`config.mk`:
```
export PLATFORM = sky130hd
export DESIGN_NAME = cci_card_cmd
export DESIGN_NICKNAME = d
export VERILOG_FILES = /design/src/cci_pkg.sv /design/src/cci_cmd_if.sv /design/src/cci_card_cmd.sv /design/src/cci_decode.sv
export SDC_FILE = /design/constraint.sdc
export NUM_CORES = 1
export LEC_CHECK = 0
export ABC_AREA = 1
export BUFFER_PORTS_ARGS = -buffer_cell sky130_fd_sc_hd__buf_2
export CAP_MARGIN = 20
export CORE_UTILIZATION = 34
export DETAILED_ROUTE_END_ITERATION = 16
export SYNTH_ARGS = -nofsm -noshare
export SYNTH_HDL_FRONTEND = slang
export SYNTH_HIERARCHICAL = 1
export SYNTH_SLANG_ARGS = --single-unit
```
`constraint.sdc`:
```
create_clock -name ref_clk -period 8.3 [get_ports ref_clk]
set_input_delay 1.66 -clock ref_clk [delete_from_list [all_inputs] [get_ports ref_clk]]
set_output_delay 1.66 -clock ref_clk [all_outputs]
set_load 0.05 [all_outputs]
```
`src/cci_pkg.sv`:
```
// Constants and types for the card command interpreter.
// Assumes one 250 MHz clock and an APB master with 32-bit data.
// Operation
// RULE1: An operation runs only when a drive reset follows the code write; here a write of the CTRL exec bit also starts one.
// RULE2: Code 2001 saves all parameters to block 001, marked bootable.
// RULE3: Code 4yyy saves all parameters, option modules too, to block yyy.
// RULE4: A 4yyy save keeps only parameters that differ from defaults.
// RULE5: Code 5yyy saves the user program to block yyy.
// RULE6: Code 6yyy loads parameters or a program from block yyy.
// RULE7: Code 7yyy erases block yyy; 9999 formats, legacy card only.
// RULE8: Code 8yyy compares; match zeroes the code, mismatch trips.
// RULE9: Code 9666 sets warning suppression, 9555 clears it.
// RULE10: Code 9888 sets the read-only flag, 9777 clears it.
// RULE11: With read-only set only load codes and 9777 act.
// RULE12: The block field of a code spans 001 to 999.
// RULE13: Stored data lives in blocks 001 to 499.
// RULE14: The card is touched only during a commanded transfer.
// RULE15: Card removal during a transfer trips; operator retries.
// RULE16: Legacy sets translate only when saved as differences.
// RULE17: Translation skips parameters missing from this drive.
// RULE18: Translation clamps values into the target's range.
// RULE19: One operation at a time; no new code while busy.
package cci_pkg;

  // Register byte offsets.
  localparam logic [11:0] CCI_ADDR_CMD    = 12'h000;
  localparam logic [11:0] CCI_ADDR_CTRL   = 12'h004;
  localparam logic [11:0] CCI_ADDR_STATUS = 12'h008;

  // Command parameter layout and reset value.
  localparam int          CCI_CMD_W     = 14;
  localparam logic [13:0] CCI_CMD_RST   = 14'h0000;
  localparam logic [13:0] CCI_CMD_MAX   = 14'd9999;
  localparam int          CCI_CTRL_EXEC = 0;

  // Status field positions.
  localparam int CCI_ST_BUSY = 0;
  localparam int CCI_ST_RO   = 1;
  localparam int CCI_ST_WARN = 2;
  localparam int CCI_ST_CARD = 3;
  localparam int CCI_ST_TRIP = 8;

  // Special codes and block limits.
  localparam logic [13:0] CCI_CODE_BOOT   = 14'd2001;
  localparam logic [13:0] CCI_CODE_WCLR   = 14'd9555;
  localparam logic [13:0] CCI_CODE_WSET   = 14'd9666;
  localparam logic [13:0] CCI_CODE_RCLR   = 14'd9777;
  localparam logic [13:0] CCI_CODE_RSET   = 14'd9888;
  localparam logic [13:0] CCI_CODE_FMT    = 14'd9999;
  localparam logic [13:0] CCI_THOUSAND    = 14'd1000;
  localparam logic [9:0]  CCI_BLK_BOOT    = 10'd1;
  localparam logic [9:0]  CCI_BLK_MIN     = 10'd1;
  localparam logic [9:0]  CCI_BLK_FLD_MAX = 10'd999;
  localparam logic [9:0]  CCI_BLK_MAX     = 10'd499;

  // Decoded card operations.
  typedef enum logic [3:0] {
    OP_NONE, OP_SAVE_BOOT, OP_SAVE_PAR, OP_SAVE_PRG, OP_LOAD,
    OP_ERASE, OP_COMPARE, OP_FORMAT, OP_WARN_SET, OP_WARN_CLR,
    OP_RO_SET, OP_RO_CLR
  } cci_op_t;

  // Trip causes.
  typedef enum logic [2:0] {
    TRIP_NONE, TRIP_REMOVED, TRIP_COMPARE, TRIP_CARD, TRIP_NOCARD,
    TRIP_BLOCK, TRIP_UNSUP, TRIP_LEGACY
  } cci_trip_t;

  // Sequencer states, Gray along the usual path.
  typedef enum logic [1:0] {
    ST_IDLE  = 2'b00,
    ST_XFER  = 2'b01,
    ST_CLOSE = 2'b11,
    ST_DONE  = 2'b10
  } cci_state_t;

endpackage : cci_pkg

```
`src/cci_cmd_if.sv`:
```
// Carries a command code to the decoder and the decoded operation back.
// Assumes both ends share one clock; the decode is purely combinational.
`timescale 1ns/1ps
`default_nettype none
interface cci_cmd_if;
  import cci_pkg::*;
  logic [13:0] code;
  cci_op_t     op;
  logic [9:0]  blk;
  modport dec (input code, output op, output blk);
  modport use_ (output code, input op, input blk);
endinterface : cci_cmd_if
`default_nettype wire

```
`src/cci_card_cmd.sv`:
```
// Card command interpreter: APB registers, code execution and streaming
// between drive parameter store and a removable card controller.
// Assumes card controller and drive store run on ref_clk; only the card
// presence pin is asynchronous.
//
// Chosen here: the placing of the registers and register access over APB.
`timescale 1ns/1ps
`default_nettype none
module cci_card_cmd (
  input  wire logic        ref_clk,
  input  wire logic        arst_n,
  input  wire logic [11:0] paddr,
  input  wire logic        psel,
  input  wire logic        penable,
  input  wire logic        pwrite,
  input  wire logic [31:0] pwdata,
  output logic [31:0]      prdata,
  output logic             pready,
  output logic             pslverr,
  input  wire logic        drive_reset,
  input  wire logic        card_present,
  input  wire logic        card_is_sd,
  input  wire logic        card_done,
  input  wire logic        card_err,
  output logic             card_req,
  output cci_pkg::cci_op_t card_op,
  output logic [9:0]       card_blk,
  output logic             card_fin,
  input  wire logic        src_valid,
  input  wire logic [15:0] src_id,
  input  wire logic [31:0] src_val,
  input  wire logic [31:0] src_dflt,
  input  wire logic        src_last,
  output logic             src_ready,
  output logic             cw_valid,
  output logic [15:0]      cw_id,
  output logic [31:0]      cw_val,
  input  wire logic        cw_ready,
  input  wire logic        cr_valid,
  input  wire logic [15:0] cr_id,
  input  wire logic [31:0] cr_val,
  input  wire logic        cr_last,
  input  wire logic        cr_legacy,
  input  wire logic        cr_diff,
  output logic             cr_ready,
  input  wire logic        par_exists,
  input  wire logic [31:0] par_min,
  input  wire logic [31:0] par_max,
  output logic             dw_valid,
  output logic [15:0]      dw_id,
  output logic [31:0]      dw_val,
  input  wire logic        dw_ready,
  output logic             busy,
  output logic             trip,
  output cci_pkg::cci_trip_t trip_code,
  output logic             ro_flag,
  output logic             warn_flag
);
  import cci_pkg::*;

  logic [1:0]  rst_q;
  logic        rst_n;
  logic        cp_meta_q, cp_q;
  cci_state_t  st_q, st_d;
  logic [13:0] cmd_q, cmd_d;
  cci_op_t     op_q, op_d;
  logic [9:0]  blk_q, blk_d;
  cci_trip_t   tc_q, tc_d;
  logic        trip_q, trip_d, ro_q, ro_d, warn_q, warn_d;
  logic        req_q, req_d, fin_q, fin_d;
  logic        srdy_q, srdy_d, crdy_q, crdy_d;
  logic        cwv_q, cwv_d, dwv_q, dwv_d;
  logic [15:0] cwi_q, cwi_d, dwi_q, dwi_d;
  logic [31:0] cwd_q, cwd_d, dwd_q, dwd_d;
  logic        af_q, af_d, bf_q, bf_d, al_q, al_d, bl_q, bl_d;
  logic [15:0] ai_q, ai_d, bi_q, bi_d;
  logic [31:0] ad_q, ad_d, bd_q, bd_d;
  logic [31:0] prd_q, prd_d;
  logic        prdy_q, prdy_d, perr_q, perr_d;
  logic        setup, acc_wr, exec, take_a, take_b, save, keep;
  logic [31:0] clamped;
  cci_cmd_if   cmd_if ();

  // Decodes the stored command parameter continuously.
  assign cmd_if.code = cmd_q;
  cci_decode u_dec (.c(cmd_if.dec));

  // Reset release and card presence pass two flops each.
  always_ff @(posedge ref_clk or negedge arst_n) begin
    if (!arst_n) begin
      rst_q <= 2'b00;
    end else begin
      rst_q <= {rst_q[0], 1'b1};
    end
  end
  assign rst_n = rst_q[1];

  always_ff @(posedge ref_clk or negedge rst_n) begin
    if (!rst_n) begin
      cp_meta_q <= 1'b0;
      cp_q      <= 1'b0;
    end else begin
      cp_meta_q <= card_present;
      cp_q      <= cp_meta_q;
    end
  end

  // Signed clamp of a loaded value into the target range.
  function automatic logic [31:0] clamp(input logic [31:0] v,
                                        input logic [31:0] lo,
                                        input logic [31:0] hi);
    if ($signed(v) < $signed(lo)) begin
      return lo;
    end else if ($signed(v) > $signed(hi)) begin
      return hi;
    end
    return v;
  endfunction : clamp

  // Bus phase decode; every access finishes on its first access edge.
  always_comb begin
    setup   = psel && !penable;
    acc_wr  = psel && penable && prdy_q && pwrite;
    exec    = drive_reset || (acc_wr && paddr == CCI_ADDR_CTRL &&
              pwdata[CCI_CTRL_EXEC]);  // RULE1
    save    = op_q inside {OP_SAVE_BOOT, OP_SAVE_PAR, OP_SAVE_PRG};
    take_a  = src_valid && srdy_q;
    take_b  = cr_valid && crdy_q;
    keep    = (op_q != OP_SAVE_PAR) || (src_val != src_dflt);  // RULE4
    clamped = cr_legacy ? clamp(cr_val, par_min, par_max) : cr_val;
  end

  // Register file: read data, ready and error are set in the setup cycle.
  always_comb begin
    prdy_d = setup;
    prd_d  = 32'h0000_0000;
    perr_d = 1'b0;
    if (setup) begin
      unique case (paddr)
        CCI_ADDR_CMD: begin
          prd_d  = {18'h0_0000, cmd_q};
          perr_d = pwrite && ((st_q != ST_IDLE) ||
                   (pwdata[13:0] > CCI_CMD_MAX) ||
                   (pwdata[31:14] != 18'h0_0000));  // RULE19
        end
        CCI_ADDR_CTRL: prd_d = 32'h0000_0000;
        CCI_ADDR_STATUS: begin
          prd_d[CCI_ST_BUSY] = (st_q != ST_IDLE);
          prd_d[CCI_ST_RO]   = ro_q;
          prd_d[CCI_ST_WARN] = warn_q;
          prd_d[CCI_ST_CARD] = cp_q;
          prd_d[CCI_ST_TRIP+:3] = tc_q;
        end
        default: perr_d = 1'b1;
      endcase
    end
  end

  always_ff @(posedge ref_clk or negedge rst_n) begin
    if (!rst_n) begin
      prd_q  <= 32'h0000_0000;
      prdy_q <= 1'b0;
      perr_q <= 1'b0;
    end else begin
      prd_q  <= prd_d;
      prdy_q <= prdy_d;
      perr_q <= perr_d;
    end
  end

  // Sequencer and stream datapath.
  always_comb begin
    st_d = st_q;   cmd_d = cmd_q;  op_d = op_q;   blk_d = blk_q;
    tc_d = tc_q;   trip_d = trip_q; ro_d = ro_q;  warn_d = warn_q;
    req_d = req_q; fin_d = 1'b0;
    cwv_d = cwv_q; cwi_d = cwi_q;  cwd_d = cwd_q;
    dwv_d = dwv_q; dwi_d = dwi_q;  dwd_d = dwd_q;
    af_d = af_q;   ai_d = ai_q;    ad_d = ad_q;   al_d = al_q;
    bf_d = bf_q;   bi_d = bi_q;    bd_d = bd_q;   bl_d = bl_q;
    // A code write is only accepted while idle.
    if (acc_wr && paddr == CCI_ADDR_CMD && !perr_q) begin
      cmd_d = pwdata[13:0];  // RULE1
    end
    unique case (st_q)
      ST_IDLE: begin
        if (exec && cmd_if.op != OP_NONE &&
            (!ro_q || cmd_if.op inside {OP_LOAD, OP_RO_CLR})) begin  // RULE11
          tc_d   = TRIP_NONE;
          trip_d = 1'b0;
          unique case (cmd_if.op)
            OP_WARN_SET: warn_d = 1'b1;  // RULE9
            OP_WARN_CLR: warn_d = 1'b0;  // RULE9
            OP_RO_SET:   ro_d = 1'b1;  // RULE10
            OP_RO_CLR:   ro_d = 1'b0;  // RULE10
            default: begin
              if (!cp_q) begin
                tc_d = TRIP_NOCARD;
              end else if (cmd_if.op == OP_FORMAT && card_is_sd) begin
                tc_d = TRIP_UNSUP;  // RULE7
              end else if (cmd_if.op != OP_FORMAT &&
                           (cmd_if.blk < CCI_BLK_MIN ||
                            cmd_if.blk > CCI_BLK_MAX)) begin
                tc_d = TRIP_BLOCK;  // RULE13
              end else begin
                st_d  = ST_XFER;
                req_d = 1'b1;  // RULE14
                op_d  = cmd_if.op;
                blk_d = cmd_if.blk;
              end
              trip_d = (tc_d != TRIP_NONE);
            end
          endcase
        end
      end
      ST_XFER: begin
        if (op_q inside {OP_ERASE, OP_FORMAT}) begin
          st_d = ST_CLOSE;  // RULE7
        end
        // Save: drive words go to the card, defaults filtered only for OP_SAVE_PAR.
        if (save) begin
          if (cwv_q && cw_ready) begin
            cwv_d = 1'b0;
            if (al_q) begin
              st_d = ST_CLOSE;
            end
          end
          if (take_a) begin
            al_d = src_last;
            if (keep) begin  // RULE4
              cwv_d = 1'b1;  // RULE2 RULE3 RULE5
              cwi_d = src_id;
              cwd_d = src_val;
            end else if (src_last) begin
              st_d = ST_CLOSE;
            end
          end
        end
        // Load: card words go to the drive, translated if legacy.
        if (op_q == OP_LOAD) begin
          if (dwv_q && dw_ready) begin
            dwv_d = 1'b0;
            if (bl_q) begin
              st_d = ST_CLOSE;
            end
          end
          if (take_b) begin
            bl_d = cr_last;
            if (cr_legacy && !cr_diff) begin
              tc_d = TRIP_LEGACY;  // RULE16
              st_d = ST_DONE;
            end else if (cr_legacy && !par_exists) begin
              if (cr_last) begin  // RULE17
                st_d = ST_CLOSE;
              end
            end else begin
              dwv_d = 1'b1;  // RULE6
              dwi_d = cr_id;
              dwd_d = clamped;  // RULE18
            end
          end
        end
        // Compare: one word from each side, then check.
        if (op_q == OP_COMPARE) begin
          if (take_a) begin
            af_d = 1'b1;
            ai_d = src_id;
            ad_d = src_val;
          end
          if (take_b) begin
            bf_d = 1'b1;
            bi_d = cr_id;
            bd_d = cr_val;
            bl_d = cr_last;
          end
          if (af_q && bf_q) begin
            af_d = 1'b0;
            bf_d = 1'b0;
            if (ai_q != bi_q || ad_q != bd_q) begin
              tc_d = TRIP_COMPARE;  // RULE8
              st_d = ST_DONE;
            end else if (bl_q) begin
              st_d = ST_CLOSE;
            end
          end
        end
      end
      ST_CLOSE: begin
        fin_d = 1'b1;
        if (card_done) begin
          st_d  = ST_DONE;
          fin_d = 1'b0;
          if (op_q == OP_COMPARE) begin
            cmd_d = CCI_CMD_RST;  // RULE8
          end
        end
      end
      ST_DONE: begin
        st_d  = ST_IDLE;
        req_d = 1'b0;  // RULE14
      end
      default: st_d = ST_IDLE;
    endcase
    // Card failure or removal aborts any open transfer.
    if (st_q inside {ST_XFER, ST_CLOSE}) begin
      if (!cp_q) begin
        tc_d = TRIP_REMOVED;  // RULE15
        st_d = ST_DONE;
      end else if (card_err) begin
        tc_d = TRIP_CARD;
        st_d = ST_DONE;
      end
      if (st_d == ST_DONE) begin
        trip_d = (tc_d != TRIP_NONE);
        fin_d  = 1'b0;
      end
    end
    if (st_d != ST_XFER) begin
      cwv_d = 1'b0;
      dwv_d = 1'b0;
      af_d  = 1'b0;
      bf_d  = 1'b0;
    end
    // Ready only while the slot is free, keyed on the op being entered,
    // so the previous op never takes a word that nobody consumes.
    srdy_d = (st_d == ST_XFER) &&
             ((op_d inside {OP_SAVE_BOOT, OP_SAVE_PAR, OP_SAVE_PRG} &&
               !cwv_d && !(take_a && src_last)) ||
              (op_d == OP_COMPARE && !af_d));
    crdy_d = (st_d == ST_XFER) &&
             ((op_d == OP_LOAD && !dwv_d && !(take_b && cr_last)) ||
              (op_d == OP_COMPARE && !bf_d && !(take_b && cr_last)));
  end

  always_ff @(posedge ref_clk or negedge rst_n) begin
    if (!rst_n) begin
      st_q <= ST_IDLE;   cmd_q <= CCI_CMD_RST; op_q <= OP_NONE;
      blk_q <= 10'd0;    tc_q <= TRIP_NONE;    trip_q <= 1'b0;
      ro_q <= 1'b0;      warn_q <= 1'b0;       req_q <= 1'b0;
      fin_q <= 1'b0;     srdy_q <= 1'b0;       crdy_q <= 1'b0;
      cwv_q <= 1'b0;     cwi_q <= 16'h0000;    cwd_q <= 32'h0000_0000;
      dwv_q <= 1'b0;     dwi_q <= 16'h0000;    dwd_q <= 32'h0000_0000;
      af_q <= 1'b0;      ai_q <= 16'h0000;     ad_q <= 32'h0000_0000;
      bf_q <= 1'b0;      bi_q <= 16'h0000;     bd_q <= 32'h0000_0000;
      al_q <= 1'b0;      bl_q <= 1'b0;
    end else begin
      st_q <= st_d;      cmd_q <= cmd_d;       op_q <= op_d;
      blk_q <= blk_d;    tc_q <= tc_d;         trip_q <= trip_d;
      ro_q <= ro_d;      warn_q <= warn_d;     req_q <= req_d;
      fin_q <= fin_d;    srdy_q <= srdy_d;     crdy_q <= crdy_d;
      cwv_q <= cwv_d;    cwi_q <= cwi_d;       cwd_q <= cwd_d;
      dwv_q <= dwv_d;    dwi_q <= dwi_d;       dwd_q <= dwd_d;
      af_q <= af_d;      ai_q <= ai_d;         ad_q <= ad_d;
      bf_q <= bf_d;      bi_q <= bi_d;         bd_q <= bd_d;
      al_q <= al_d;      bl_q <= bl_d;
    end
  end

  // Outputs straight from flops.
  assign prdata    = prd_q;
  assign pready    = prdy_q;
  assign pslverr   = perr_q;
  assign card_req  = req_q;
  assign card_op   = op_q;
  assign card_blk  = blk_q;
  assign card_fin  = fin_q;
  assign src_ready = srdy_q;
  assign cw_valid  = cwv_q;
  assign cw_id     = cwi_q;
  assign cw_val    = cwd_q;
  assign cr_ready  = crdy_q;
  assign dw_valid  = dwv_q;
  assign dw_id     = dwi_q;
  assign dw_val    = dwd_q;
  assign busy      = req_q;
  assign trip      = trip_q;
  assign trip_code = tc_q;
  assign ro_flag   = ro_q;
  assign warn_flag = warn_q;

endmodule : cci_card_cmd
`default_nettype wire

```
`src/cci_decode.sv`:
```
// Splits a decimal command code into operation and block number.
// Assumes the code is already limited to 0 to 9999.
`timescale 1ns/1ps
`default_nettype none
module cci_decode (
  cci_cmd_if.dec c
);
  import cci_pkg::*;

  logic [13:0] lead;
  logic [13:0] rest;

  // Thousands digit selects the kind, the rest is the block field.
  always_comb begin
    lead  = c.code / CCI_THOUSAND;
    rest  = c.code - 14'(lead * CCI_THOUSAND);
    c.blk = rest[9:0];  // RULE12
    unique case (lead[3:0])
      4'd2:    c.op = (c.code == CCI_CODE_BOOT) ? OP_SAVE_BOOT : OP_NONE;
      4'd4:    c.op = OP_SAVE_PAR;  // RULE3
      4'd5:    c.op = OP_SAVE_PRG;  // RULE5
      4'd6:    c.op = OP_LOAD;  // RULE6
      4'd7:    c.op = OP_ERASE;  // RULE7
      4'd8:    c.op = OP_COMPARE;  // RULE8
      4'd9: begin
        unique case (c.code)
          CCI_CODE_WCLR: c.op = OP_WARN_CLR;  // RULE9
          CCI_CODE_WSET: c.op = OP_WARN_SET;  // RULE9
          CCI_CODE_RCLR: c.op = OP_RO_CLR;  // RULE10
          CCI_CODE_RSET: c.op = OP_RO_SET;  // RULE10
          CCI_CODE_FMT:  c.op = OP_FORMAT;  // RULE7
          default:       c.op = OP_NONE;
        endcase
      end
      default: c.op = OP_NONE;
    endcase
    // The block field of non-block codes is meaningless.
    if (c.op == OP_SAVE_BOOT) begin
      c.blk = CCI_BLK_BOOT;  // RULE2
    end
  end

endmodule : cci_decode
`default_nettype wire

```
# ---- After elaboration in Yosys (flattened, before gate mapping)
# Index checks and enable logic that the tools add are counted.
dict set report word_totals {
  in_bits 255
  wordCells 295
  regBits 276
}
dict set report classes {
  n_lt_le_gt_ge 5
  n_reduce_logical 77
  n_addsub 1
  div 1
  eq_ne 50
  mux 123
  n_mul 1
  bitwise_logic 5
}
# operator count
set op_table {}
lappend op_table {{$mux 32} 5}
lappend op_table {{$eq 14x14->1 const B} 5}
lappend op_table {{$mux 2} 32}
lappend op_table {{$ne 32x32->1} 2}
lappend op_table {{$mux 3} 19}
lappend op_table {{$mux 14} 4}
lappend op_table {{$eq 4x3->1 const B} 12}
lappend op_table {{$mux 1} 45}
lappend op_table {{$gt 32x32->1} 1}
lappend op_table {{$lt 32x32->1} 1}
lappend op_table {{$logic_and 1x1->1} 31}
lappend op_table {{$mux 4} 7}
lappend op_table {{$pmux 4 s7} 1}
lappend op_table {{$eq 4x4->1 const B} 6}
lappend op_table {{$eq 4x2->1 const B} 5}
lappend op_table {{$pmux 4 s5} 1}
lappend op_table {{$reduce_bool 18->1} 1}
lappend op_table {{$ne 16x16->1} 1}
lappend op_table {{$reduce_and 3->1} 5}
lappend op_table {{$div 14x10->14 const B} 1}
lappend op_table {{$eq 14x11->1 const B} 1}
lappend op_table {{$gt 14x14->1 const B} 1}
lappend op_table {{$mul 14x7->7 const B} 1}
lappend op_table {{$reduce_bool 2->1} 7}
lappend op_table {{29 further kinds} 68}

# ---- Depth between registers and ports, before layout
# Gate-level depths: netlist (run 1).
dict set report depth {
  word_depth 36
  ltp_mapped 56
  ltp_nobuf 55
}

# ---- By module
# Netlist (run 1), hierarchy kept.
# mod n_inst cells_per_inst seq_area_each_um2 area_each_um2
set by_module_without_submodules {}
lappend by_module_without_submodules {cci_card_cmd 1 1820 6456.2 14064.7}
lappend by_module_without_submodules {cci_decode 1 320 0.0 1848.0}

# ---- Worst setup path before layout (run 1)
# No wires, ideal clock.
dict set report synth_path {
  path_kind {register to register}
  from {register cmd_q[7] (netlist: cmd_if.code[7])}
  to {register crdy_q (netlist: cr_ready)}
  period_less_slack_ns 7.219
  setup_ns 0.073
  stages_incl_launch_ff 50
  slack_ns 1.081
  arrival_ns 7.146
  cell_sequence {dfrtp_1 -> buf_6 -> nor2_2 -> nor2_2 -> nand2_4 -> nand2_2 -> a21oi_2 -> nand3_4 -> nand2_4 -> nand2_2 -> nand3_2 -> nand2_2 -> o21bai_4 -> nand2_1 -> nand2_1 -> inv_2 -> nand2_4 -> nor2_8 -> [... 14 more ...] -> xor2_1 -> xor2_1 -> inv_1 -> o21ai_0 -> a21oi_1 -> nor2_1 -> nand2_1 -> nor2_1 -> nand2_1 -> a21oi_1 -> nor2_2 -> clkinv_4 -> nor2_8 -> o21ai_0 -> nand2_2 -> nor2_2 -> nand2_1 -> a21oi_2}
}
dict set report synth_via {
  elab_chain_len 25
}
# element line
set synth_rtl {}
lappend synth_rtl {{from (decl)} cci_card_cmd.sv:65} ;# logic [13:0] cmd_q, cmd_d;
lappend synth_rtl {{from (signal assigned)} cci_card_cmd.sv:346} ;# st_q <= st_d; cmd_q <= cmd_d; op_q <= op_d;
lappend synth_rtl {{branches (longest 4 deep; another with $div 14x10->14)} n/a}
lappend synth_rtl {{$mux 10 (*)} cci_decode.sv:38} ;# if (c.op == OP_SAVE_BOOT) begin
lappend synth_rtl {{net cmd_if.blk[9]} cci_cmd_if.sv:9} ;# logic [9:0] blk;
lappend synth_rtl {{$lt 10x1->1 / $gt 10x9->1 (equally long branches)} {cci_card_cmd.sv:201, cci_card_cmd.sv:202}}
lappend synth_rtl {{$logic_or 1x1->1 (*)} cci_card_cmd.sv:201} ;# (cmd_if.blk < CCI_BLK_MIN ||
lappend synth_rtl {{$logic_and 1x1->1 (*)} cci_card_cmd.sv:200} ;# end else if (cmd_if.op != OP_FORMAT &&
lappend synth_rtl {{$mux 2} cci_card_cmd.sv:200}
lappend synth_rtl {{$mux 2} cci_card_cmd.sv:198} ;# end else if (cmd_if.op == OP_FORMAT && card_is_sd) begin
lappend synth_rtl {{[... 6 more ...]} n/a}
lappend synth_rtl {{$mux 2 (2 in a row)} cci_card_cmd.sv:304} ;# if (st_q inside {ST_XFER, ST_CLOSE}) begin
lappend synth_rtl {{$ne 2x1->1} cci_card_cmd.sv:317} ;# if (st_d != ST_XFER) begin
lappend synth_rtl {{$mux 1} cci_card_cmd.sv:317}
lappend synth_rtl {{$logic_not 1->1 (on tied branches)} {cci_card_cmd.sv:330, cci_card_cmd.sv:331}}
lappend synth_rtl {{$logic_and 1x1->1 (on tied branches) (2 in a row)} {cci_card_cmd.sv:330, cci_card_cmd.sv:331}}
lappend synth_rtl {{$logic_or 1x1->1} cci_card_cmd.sv:330} ;# ((op_d == OP_LOAD && !dwv_d && !(take_b && cr_last)) ||
lappend synth_rtl {{$logic_and 1x1->1 (*)} cci_card_cmd.sv:329} ;# crdy_d = (st_d == ST_XFER) &&
lappend synth_rtl {{net crdy_d} cci_card_cmd.sv:71} ;# logic srdy_q, srdy_d, crdy_q, crdy_d;
lappend synth_rtl {{to (signal assigned)} cci_card_cmd.sv:349} ;# fin_q <= fin_d; srdy_q <= srdy_d; crdy_q <= crdy_d;
lappend synth_rtl {{to (decl)} cci_card_cmd.sv:71}
# Mark *: on every way through the listed nets, which the timed path passes. The select of a mux whose other input is x is not followed.
# A chain may end at the register's enable or synchronous reset.

# ---- Worst setup path after layout (run 1)
dict set report layout_path {
  from {register cmd_q[9] (netlist: cmd_if.code[9])}
  to {register srdy_q (netlist: src_ready)}
}
# element line
set layout_rtl {}
lappend layout_rtl {{branches (longest 4 deep; another with $div 14x10->14)} n/a}
lappend layout_rtl {{$mux 10 (*)} cci_decode.sv:38}
lappend layout_rtl {{net cmd_if.blk[9]} cci_cmd_if.sv:9}
lappend layout_rtl {{$lt 10x1->1 / $gt 10x9->1 (equally long branches)} {cci_card_cmd.sv:201, cci_card_cmd.sv:202}}
lappend layout_rtl {{$logic_or 1x1->1 (*)} cci_card_cmd.sv:201}
lappend layout_rtl {{$logic_and 1x1->1 (*)} cci_card_cmd.sv:200}
lappend layout_rtl {{$mux 4 (*)} cci_card_cmd.sv:200}
lappend layout_rtl {{$mux 4 (*)} cci_card_cmd.sv:198}
lappend layout_rtl {{[... 4 more ...]} n/a}
lappend layout_rtl {{net op_d[2]} cci_card_cmd.sv:66} ;# cci_op_t op_q, op_d;
lappend layout_rtl {{$eq 4x1->1 / $eq 4x2->1 (equally long branches)} cci_card_cmd.sv:326} ;# ((op_d inside {OP_SAVE_BOOT, OP_SAVE_PAR, OP_SAVE_PRG} &&
lappend layout_rtl {{$reduce_bool 3->1} cci_card_cmd.sv:326}
lappend layout_rtl {{$logic_and 1x1->1} cci_card_cmd.sv:326}
lappend layout_rtl {{$logic_and 1x1->1} cci_card_cmd.sv:327} ;# !cwv_d && !(take_a && src_last)) ||
lappend layout_rtl {{$logic_or 1x1->1 (*)} cci_card_cmd.sv:327}
lappend layout_rtl {{$logic_and 1x1->1 (*)} cci_card_cmd.sv:325} ;# srdy_d = (st_d == ST_XFER) &&
lappend layout_rtl {{net srdy_d} cci_card_cmd.sv:71}
lappend layout_rtl {{to (signal assigned)} cci_card_cmd.sv:349}
lappend layout_rtl {{to (decl)} cci_card_cmd.sv:71}
# Marks and branches as above.

==> results.md, run 1 <==
- DP HPWL: 41.9 mm
- Nets: 2,866
- Cell Area, Placed: 0.0184 mm2
- Worst-Skew Late Latency: 0.55 ns
- Post-Layout Cell Count: 3,147
- # DRC: 0
- LEAKAGE: 0.0111 uW
- CP Max Fanout: 14
- Sequential cell area: 0.00646 mm2
- CP Launch Type: register
- Synth warn: 6
- Distinct cells, synth: 55
- Largest net degree at the start of global routing: 99
- Layout cell share with drive strength beyond 1: 22.3%
- Core area: 0.0458 mm2
- CTS sink cnt: 258
- IO Port Bufs: 393
- Total GRT Usage: 22.0%
- GRT met1 Usage: 27.8%
- First-pass GRT wire length: 81.0 mm
- Vias post-DR: 15,100
- Sequential cell area fraction in the yosys report: 40.6%
- Die area: 0.0477 mm2
- Synthesized area per cell: 7.44 um2
- Post-synth top flop: dfrtp_1
- CP max stage delay: 0.48 ns
- Critical R2R Launch: cmd_if.code[9]$_DFF_PN0_
- Placed instance count: 3,076
- Post-layout util: 42.8%
- Min Hold Slack: 0.348 ns
- Worst Setup Path Type: reg -> reg
- Final setup TNS: 0 ns
- Vias in the first global route: 14,600
- Die height: 218 um
- Outcome: complete, no violations
- Die width: 218 um
- Final Cycle Share: 93.4%
- CTS tree: done
- Fin crit period: 7.75 ns
- Fraction of registers with async set/reset: 100%
- Cell depth of the worst hold path: 0
- Htree depth: 2
- Initial core utilization: 34.8%
- F_max: 129 MHz
- Crit end category: register
- Area Growth Syn to Fin: 23.2%
- Ports: 412
- Final hold vios: 0
- Cell mode on critical path: nand2_1
- CTS Buf Count: 34
- Seq cells post-synth: 258
- Relative slew slack: 32.8%
- Initial antenna violation count: 7
- EDFF count, synth: 0
- Root buf cell: clkbuf_16
- Worst EP arrival: 8.19 ns
- DR iter-0 viols: 1,070
- Hold EP: cp_q$_DFF_PN0_
- Fillers: 4,658
- Global route hottest layer: met2
- Flop2flop setup slack: 0.55 ns
- Max Cap Violations: 0
- M2 GR Usage: 37.0%
- Post-route cell area: 0.0196 mm2
- Row count: 78
- Hold wc startpoint: cp_meta_q$_DFF_PN0_
- Worst VDD drop: 124 uV
- # setup viols final: 0
- Min-Delay Path Class: reg -> reg
- Synth Cell Area: 0.0159 mm2
- Drt pass-1 iters: 8
- PwrDens: 158 mW/mm2
- Routed len/inst: 16.9 um
- Met3 usage: 5.53%
- GRT Residual Overflow: 0
- Cts hold-fix bufs: 0
- Post-route ant nets: 0
- R2r endpoint: src_ready$_DFF_PN0_
- Slew @ Worst Pin: 1.00 ns
- Final Slew Violations: 0
- Routed vias/inst: 4.78
- Area leader, netlist: dfrtp_1
- DRT Wirelength: 53.2 mm
- Synth top area share: 40.6%
- WP data required: 8.73 ns
- GP Congestion: 0.907
- Clk buf depth: 3
- Top Family by Delay on Critical Path: simple AND/OR/NAND/NOR gates
- Multi-input logic area: 0.00790 mm2
- CP max-delay cell: fa_1
- R2R cell count: 50
- Reg clk slew, reported paths: 0.05 ns
- Synth top area cells: dfrtp_1, nand2_1, inv_1
- RSZ-0062 raised after global routing: no
- Skew final: 0.0259 ns
- CP bufs+invs: 8
- Mapped Cells: 2,140
worst max-delay path by stage:
stage / startpoint / endpoint / slack [ns] / cells past startpoint
4_1_cts: cmd_if.code[7]$_DFF_PN0_ / src_ready$_DFF_PN0_ / 0.23 / 48
2_1_floorplan: rst_q[1]$_DFF_PN0_ / asynchronous set/reset pin / 0.58 / 0
6_report: cmd_if.code[9]$_DFF_PN0_ / src_ready$_DFF_PN0_ / 0.55 / 50
3_5_place_dp: cmd_if.code[7]$_DFF_PN0_ / src_ready$_DFF_PN0_ / 0.29 / 48
5_1_grt: cmd_if.code[7]$_DFF_PN0_ / src_ready$_DFF_PN0_ / 0.05 / 53
3_3_place_gp: cmd_if.code[7]$_DFF_PN0_ / cr_ready$_DFF_PN0_ / 0.53 / 48
timing repair:
| item | in CTS | in global routing |
|---|---|---|
| gates resized for setup | 0 | 10 |
| setup buffers | 0 | 8 |
| endpoints found under the setup margin | 0 | 21 |
Yosys cell counts, types with 19 or more instances:
| cell type | number |
|---|---|
| a21oi_1 | 53 |
| buf_4 | 19 |
| clkbuf_1 | 52 |
| dfrtp_1 | 258 |
| ha_1 | 88 |
| inv_1 | 302 |
| inv_2 | 19 |
| nand2_1 | 597 |
| nand3_1 | 124 |
| nor2_1 | 137 |
| nor3_1 | 25 |
| o21ai_0 | 214 |
| o21ai_1 | 19 |
| xnor2_1 | 58 |
flip-flops by register name (all words and copies together), names as in the netlist, 2 cells and up, named ones only:
| register | count |
|---|---|
| cw_id | 16 |
| dw_val | 32 |
| trip_code | 3 |
| card_blk | 10 |
| ai_q | 16 |
| prdata | 14 |
| cmd_if.code | 14 |
| ad_q | 32 |
| rst_q | 2 |
| card_op | 4 |
| dw_id | 16 |
| bi_q | 16 |
| st_q | 2 |
| cw_val | 32 |
| bd_q | 32 |
cell type report:
type                    count  share of cell area (%)
multi-input cells        1488                    40.3
flip-flops and latches    258                    33.0
repair buffers            416                    11.0
inverters                 322                    6.20
clock buffers              45                    5.12
well taps                 600                    3.83
clock inverters            17                   0.638
diodes                      1                  0.0128
report_power, final:
group | switching [uW] | internal (uW) | total (uW)
logic | 243 | 123 | 365
clock network | 603 | 859 | 1460
registers | 13.8 | 1260 | 1280
placed cells by master, fill, tap and decap left out, types with 3 or more instances in the layout:
master	netlist	routed
buf_2	15	393
nand3b_1	4	4
inv_1	302	301
nand2_1	597	596
a31oi_1	3	3
nand2_4	6	6
nand3_2	4	4
clkbuf_16	0	35
o21ai_0	214	213
nor4_1	10	10
nand3_1	124	124
nor2_2	10	10
a21oi_1	53	50
nor2_4	5	6
xor2_1	12	12
clkinvlp_4	0	4
nor3_1	25	25
nand4_1	16	16
a21oi_2	2	5
conb_1	2	19
o211ai_1	6	6
ha_1	88	88
o21a_1	4	4
a211oi_1	14	14
o21ai_1	19	20
clkinv_2	0	9
clkbuf_8	0	9
dfrtp_1	258	255
or2_2	9	9
inv_2	19	19
buf_4	19	22
nand2_2	16	16
xnor2_1	58	58
nor2_1	137	136
clkinv_4	1	3
o22ai_1	7	7
fa_1	3	3
per-layer routing:
metal	part of all wire (%)	wire length, um
met5	0.15	80
met4	2.2	1190
met3	6.9	3690
met2	47	25200
met1	43	23000
stage by stage:
step	setup slack (ns)	total power [uW]
5_1_grt	0.0464	3230
4_1_cts	0.228	3140
3_5_place_dp	0.286	1670
2_1_floorplan	0.578	1520
3_3_place_gp	0.526	1660
6_report	0.546	3110
kinds of logic (layout without fill, tap and decap cells):
logic type	Yosys count	after routing	share of synthesized area, %
compound gates	332	332	11.3
xor+xnor	70	70	3.85
fa+ha+maj	91	91	7.30
buf+inv	411	800	10.4
flops	258	258	40.6
mux	1	1	0.0708
other cells	2	20	0.0472
simple gates	975	975	26.5
Power figures use the tool's default switching activity.
==> run 2, diff against run 1 <==
Settings changed: CORE_ASPECT_RATIO from default to 1.1.
==> results.md, run 2 (synthesis gave the netlist of run 1 again) <==
- IO Port Bufs: 393 (unchanged)
- Routed vias/inst: 4.84 (+1.2%)
- Skew final: 0.0304 ns (+0.00450 ns)
- Die area: 0.0477 mm2 (about the same)
- Worst Setup Path Type: reg -> reg
- Die width: 208 um (-4.6%)
- Most frequent cells in the layout: nand2_1, buf_2, inv_1, dfrtp_1, o21ai_0
- Core area: 0.0459 mm2 (+0.20%)
- Htree depth: 1 (-1)
- Final Cycle Share: 91.8% (-1.6 points)
- Hold wc startpoint: cp_meta_q$_DFF_PN0_
- First-pass GRT wire length: 82.6 mm (+2.0%)
- Final hold vios: 0 (unchanged)
- WP data required: 8.77 ns (+0.04 ns)
- Placed instance count: 3,064 (-0.39%)
- Die height: 229 um (+4.8%)
- # DRC: 0 (unchanged)
- Vias post-DR: 15,200 (+0.72%)
- Post-Layout Cell Count: 3,131 (-0.51%)
- CP max-delay cell: fa_1
- Crit end category: register
- Initial core utilization: 34.7% (-0.068 points)
- Critical R2R Launch: cmd_if.code[8]$_DFF_PN0_
- Worst EP arrival: 8.09 ns (-0.10 ns)
- Worst VDD drop: 145 uV (+17%)
- RSZ-0062 raised after global routing: no
- Cell mode on critical path: nand2_1
- Worst-Skew Late Latency: 0.58 ns (+0.03 ns)
- Ports: 412 (unchanged)
- PwrDens: 157 mW/mm2 (-0.73%)
- Row count: 82 (+5.1%)
- Vias in the first global route: 14,900 (+2.2%)
- CP Max Fanout: 14 (unchanged)
- Worst Setup SP: cmd_if.code[8]$_DFF_PN0_
- Outcome: complete, no violations
- DRT Wirelength: 53.0 mm (-0.29%)
- # setup viols final: 0 (unchanged)
- Final setup TNS: 0 ns (unchanged)
- Clk buf depth: 3 (unchanged)
- Clock group share of total power: 46.6% (-0.5 points)
- Total GRT Usage: 22.1% (+0.038 points)
- Logic pwr share: 11.9% (about the same)
- Total power: 3080 uW (-0.97%)
- DP HPWL: 41.8 mm (-0.22%)
- Drt pass-1 iters: 5 (-3)
- Final Slew Violations: 0 (unchanged)
- Layout cell share with drive strength beyond 1: 22.4% (+0.074 points)
- Nets: 2,865 (-0.035%)
- Fin crit period: 7.62 ns (-0.134 ns)
- F_max: 131 MHz (+1.8%)
- GP Congestion: 0.918 (+1.2%)
- Reg clk slew, reported paths: 0.07 ns (+0.02 ns)
- Largest net degree at the start of global routing: 99 (unchanged)
- CTS sink cnt: 258 (unchanged)
- DR iter-0 viols: 929 (-13%)
- Area Growth Syn to Fin: 22.9%
- Root buf cell: clkbuf_16
- Max Cap Violations: 0 (unchanged)
- Min-Delay Path Class: reg -> reg
- CP Launch Type: register
- Post-layout util: 42.7% (-0.19 points)
- LEAKAGE: 0.0111 uW (-0.39%)
- CP max stage delay: 0.48 ns (about the same)
- CTS Buf Count: 29 (-15%)
- CP bufs+invs: 6 (-2)
- Top Family by Delay on Critical Path: simple AND/OR/NAND/NOR gates
- CTS tree: done
- Min Hold Slack: 0.359 ns (+0.0112 ns)
- Relative slew slack: 38.8% (+6.0 points)
- Sw Share: 27.0% (-0.66 points)
- Int Pwr: 2240 uW (about the same)
- Sequential share of power: 41.6% (+0.4 points)
- Initial antenna violation count: 4 (-3)
- Slew @ Worst Pin: 0.918 ns (-0.0859 ns)
- Sw Pwr: 831 uW (-3.3%)
- Routed len/inst: 16.9 um (+0.22%)
- GRT Residual Overflow: 0 (unchanged)
- Post-route ant nets: 0 (unchanged)
- Commonest non-fill, non-tap cell in the layout: nand2_1
-- run 2: final timing paths --
path	end	slack, ns	depth (start not counted)
setup / recovery	src_ready$_DFF_PN0_	0.68	50
hold / removal	cp_q$_DFF_PN0_	0.36	0
setup reg to reg	src_ready$_DFF_PN0_	0.68	50
hold reg to reg	cp_q$_DFF_PN0_	0.36	0
max in group asynchronous	bd_q[17]$_DFFE_PN0P_	6.35	1
min in group asynchronous	prdata[13]$_DFF_PN0_	0.44	0
-- run 2: layout make-up --
cell class	count	area (um2)
Multi-Input combinational cell	1489	7920
Clock buffer	33	771
Inverter	322	1220
Timing Repair Buffer	419	2160
Sequential cell	258	6460
Clock inverter	21	288
Fill cell	4694	26300
Antenna cell	1	2.50
Tap cell	588	736
-- run 2: metrics by stage --
stage                     worst slack (ns)  instance area [um2]
after floorplan                      0.578                16000
after global placement               0.461                18400
after detailed placement             0.297                18400
after CTS                            0.224                19400
after global routing                0.0383                19600
final                                0.679                19600
-- run 2: layer usage --
layer	track usage [%]	up-vias	wire length [um]
met4	6.41	2	1410
met2	37.8	504	25400
met1	28.2	7057	22700
met3	3.87	75	3470
met5	0	-	11
li1	-	7522	-
-- run 2: power by group through the flow --
| stage | Clock, uW | Combinational [uW] | Sequential, uW |
|---|---|---|---|
| 5_1_grt | 1520 | 412 | 1280 |
| 3_5_place_dp | 0 | 364 | 1300 |
| 4_1_cts | 1470 | 366 | 1280 |
| 3_3_place_gp | 0 | 360 | 1300 |
| 6_report | 1430 | 366 | 1280 |
| 2_1_floorplan | 0 | 193 | 1330 |
-- run 2: repair_timing --
item,in CTS,in global routing
buffers inserted,0,11
hold buffers,0,0
resized for setup,0,18
setup endpoints to repair,0,23
==> run 3, diff against run 2 <==
Settings changed: CORE_ASPECT_RATIO 1.1 to default, MAX_ROUTING_LAYER from default to met4.
==> results.md, run 3 (synthesis gave the netlist of run 1 again) <==
- CP Launch Type: register
- Met3 usage: 4.80% (+0.93 points)
- WP data required: 8.79 ns (+0.02 ns)
- LEAKAGE: 0.0110 uW (-0.24%)
- Layout cell share with drive strength beyond 1: 21.9% (-0.48 points)
- Cts hold-fix bufs: 0 (unchanged)
- CP Max Fanout: 14 (unchanged)
- CP max-delay cell: dfrtp_2
- Die width: 218 um (+4.8%)
- DP HPWL: 41.7 mm (-0.20%)
- Row count: 78 (-4.9%)
- Final hold vios: 0 (unchanged)
- Vias post-DR: 15,100 (-0.65%)
- R2R cell count: 50 (unchanged)
- Fin crit period: 7.71 ns (+0.0892 ns)
- GP Congestion: 0.932 (+1.5%)
- Core area: 0.0458 mm2 (-0.20%)
- CTS sink cnt: 258 (unchanged)
- Worst Setup Path Type: reg -> reg
- Clk buf depth: 3 (unchanged)
- Vias in the first global route: 14,700 (-1.1%)
- Largest net degree at the start of global routing: 165 (+67%)
- Worst-Skew Late Latency: 0.60 ns (+0.02 ns)
- CP max stage delay: 0.48 ns (about the same)
- Area Growth Syn to Fin: 22.5%
- Global route hottest layer: met2
- # setup viols final: 0 (unchanged)
- Post-layout util: 42.6% (-0.083 points)
- Max Cap Violations: 0 (unchanged)
- Die height: 218 um (-4.6%)
- PwrDens: 155 mW/mm2 (-1.2%)
- CTS tree: done
- Relative slew slack: 30.3% (-8.5 points)
- F_max: 130 MHz (-1.2%)
- Die area: 0.0477 mm2 (about the same)
- DRT Wirelength: 53.1 mm (+0.18%)
- Commonest non-fill, non-tap cell in the layout: nand2_1
- Post-route cell area: 0.0195 mm2 (-0.39%)
- Htree depth: 1 (unchanged)
- Most frequent cells in the layout: nand2_1, buf_2, inv_1, dfrtp_1, o21ai_0
- Reg clk slew, reported paths: 0.06 ns (about the same)
- Initial core utilization: 34.8% (+0.068 points)
- Skew final: 0.0423 ns (+0.0119 ns)
- Nets: 2,856 (-0.31%)
- Crit end category: register
- Ports: 412 (unchanged)
- Total GRT Usage: 22.5% (+0.47 points)
- Root buf cell: clkbuf_16
- Final Slew Violations: 0 (unchanged)
- Routed len/inst: 16.9 um (-0.13%)
- Final Cycle Share: 92.9% (+1.1 points)
- Drt pass-1 iters: 5 (unchanged)
- Min Hold Slack: 0.249 ns (-0.111 ns)
- M2 GR Usage: 37.1% (-0.67 points)
- GRT met1 Usage: 27.8% (-0.41 points)
- Worst Setup Slack, final: 0.590 ns (-0.0892 ns)
- Slew @ Worst Pin: 1.04 ns (+0.124 ns)
- Routed vias/inst: 4.79 (-0.97%)
- Outcome: complete, no violations
- Cell Area, Placed: 0.0184 mm2 (about the same)
- Cell mode on critical path: nand2_1
- Post-route ant nets: 0 (unchanged)
- # DRC: 0 (unchanged)
- DR iter-0 viols: 1,070 (+15%)
- Initial antenna violation count: 8 (+4)
- IO Port Bufs: 393 (unchanged)
- Setup WS pre-CTS: 0.270 ns (-0.0269 ns)
- GRT Residual Overflow: 0 (unchanged)
- Worst EP arrival: 8.20 ns (+0.11 ns)
- Min-Delay Path Class: reg -> async
- CTS Buf Count: 30 (+3.4%)
- Worst VDD drop: 139 uV (-4.5%)
- First-pass GRT wire length: 81.3 mm (-1.5%)
==> run 3: repair_timing <==
action,in CTS,in global routing
setup buffers,0,4
endpoints found under the setup margin,0,18
gates resized for setup,0,10
endpoints found under the hold margin,0,0
==> run 3: worst max-delay path: cells and delay by family, from the launching register on <==
family / cells / cell delay (ns)
xor+xnor: 4 / 0.73
buf+inv: 4 / 0.32
fa+ha+maj: 6 / 2.05
simple gates: 29 / 2.78
compound gates: 7 / 1.27
flops: 1 / 0.48
==> run 3: layout make-up <==
type | count | area, um2
Fill cell | 4699 | 26300
Multi-Input combinational cell | 1488 | 7890
Sequential cell | 258 | 6460
Timing Repair Buffer | 410 | 2110
Inverter | 322 | 1220
Clock buffer | 38 | 831
Tap cell | 600 | 751
Clock inverter | 18 | 210
Antenna cell | 7 | 17.5
==> run 3: worst paths after layout <==
check	slack [ns]	end	from
hold / removal	0.25	dw_id[12]$_DFFE_PN0P_	rst_q[1]$_DFF_PN0_
min in group ref_clk	0.35	cp_q$_DFF_PN0_	cp_meta_q$_DFF_PN0_
hold reg to reg	0.25	dw_id[12]$_DFFE_PN0P_	rst_q[1]$_DFF_PN0_
max in group asynchronous	5.90	cmd_if.code[10]$_DFF_PN0_	rst_q[1]$_DFF_PN0_
setup / recovery	0.59	cr_ready$_DFF_PN0_	cmd_if.code[7]$_DFF_PN0_
setup reg to reg	0.59	cr_ready$_DFF_PN0_	cmd_if.code[7]$_DFF_PN0_
==> run 3: through the flow <==
| stage | setup TNS (ns) | total power (uW) | cells |
|---|---|---|---|
| CTS | 0 | 3070 | 3130 |
| floorplan | 0 | 1520 | 2157 |
| global route | -0.0119 | 3160 | 3141 |
| detailed placement | 0 | 1670 | 3074 |
| global placement | 0 | 1660 | 3074 |
| finish | 0 | 3030 | 3141 |
==> run 3: metal layers <==
layer  vias to the layer above  routed length, um
met3                        81               3860
met5                         -                  0
met2                       503              25200
li1                       7491                  -
met1                      6986              22800
met4                         0               1200
==> run 3: report_power, final <==
part / total, uW / internal, uW / switching (uW)
Clock: 1380 / 807 / 574
Combinational: 371 / 123 / 248
Sequential: 1270 / 1260 / 9.88
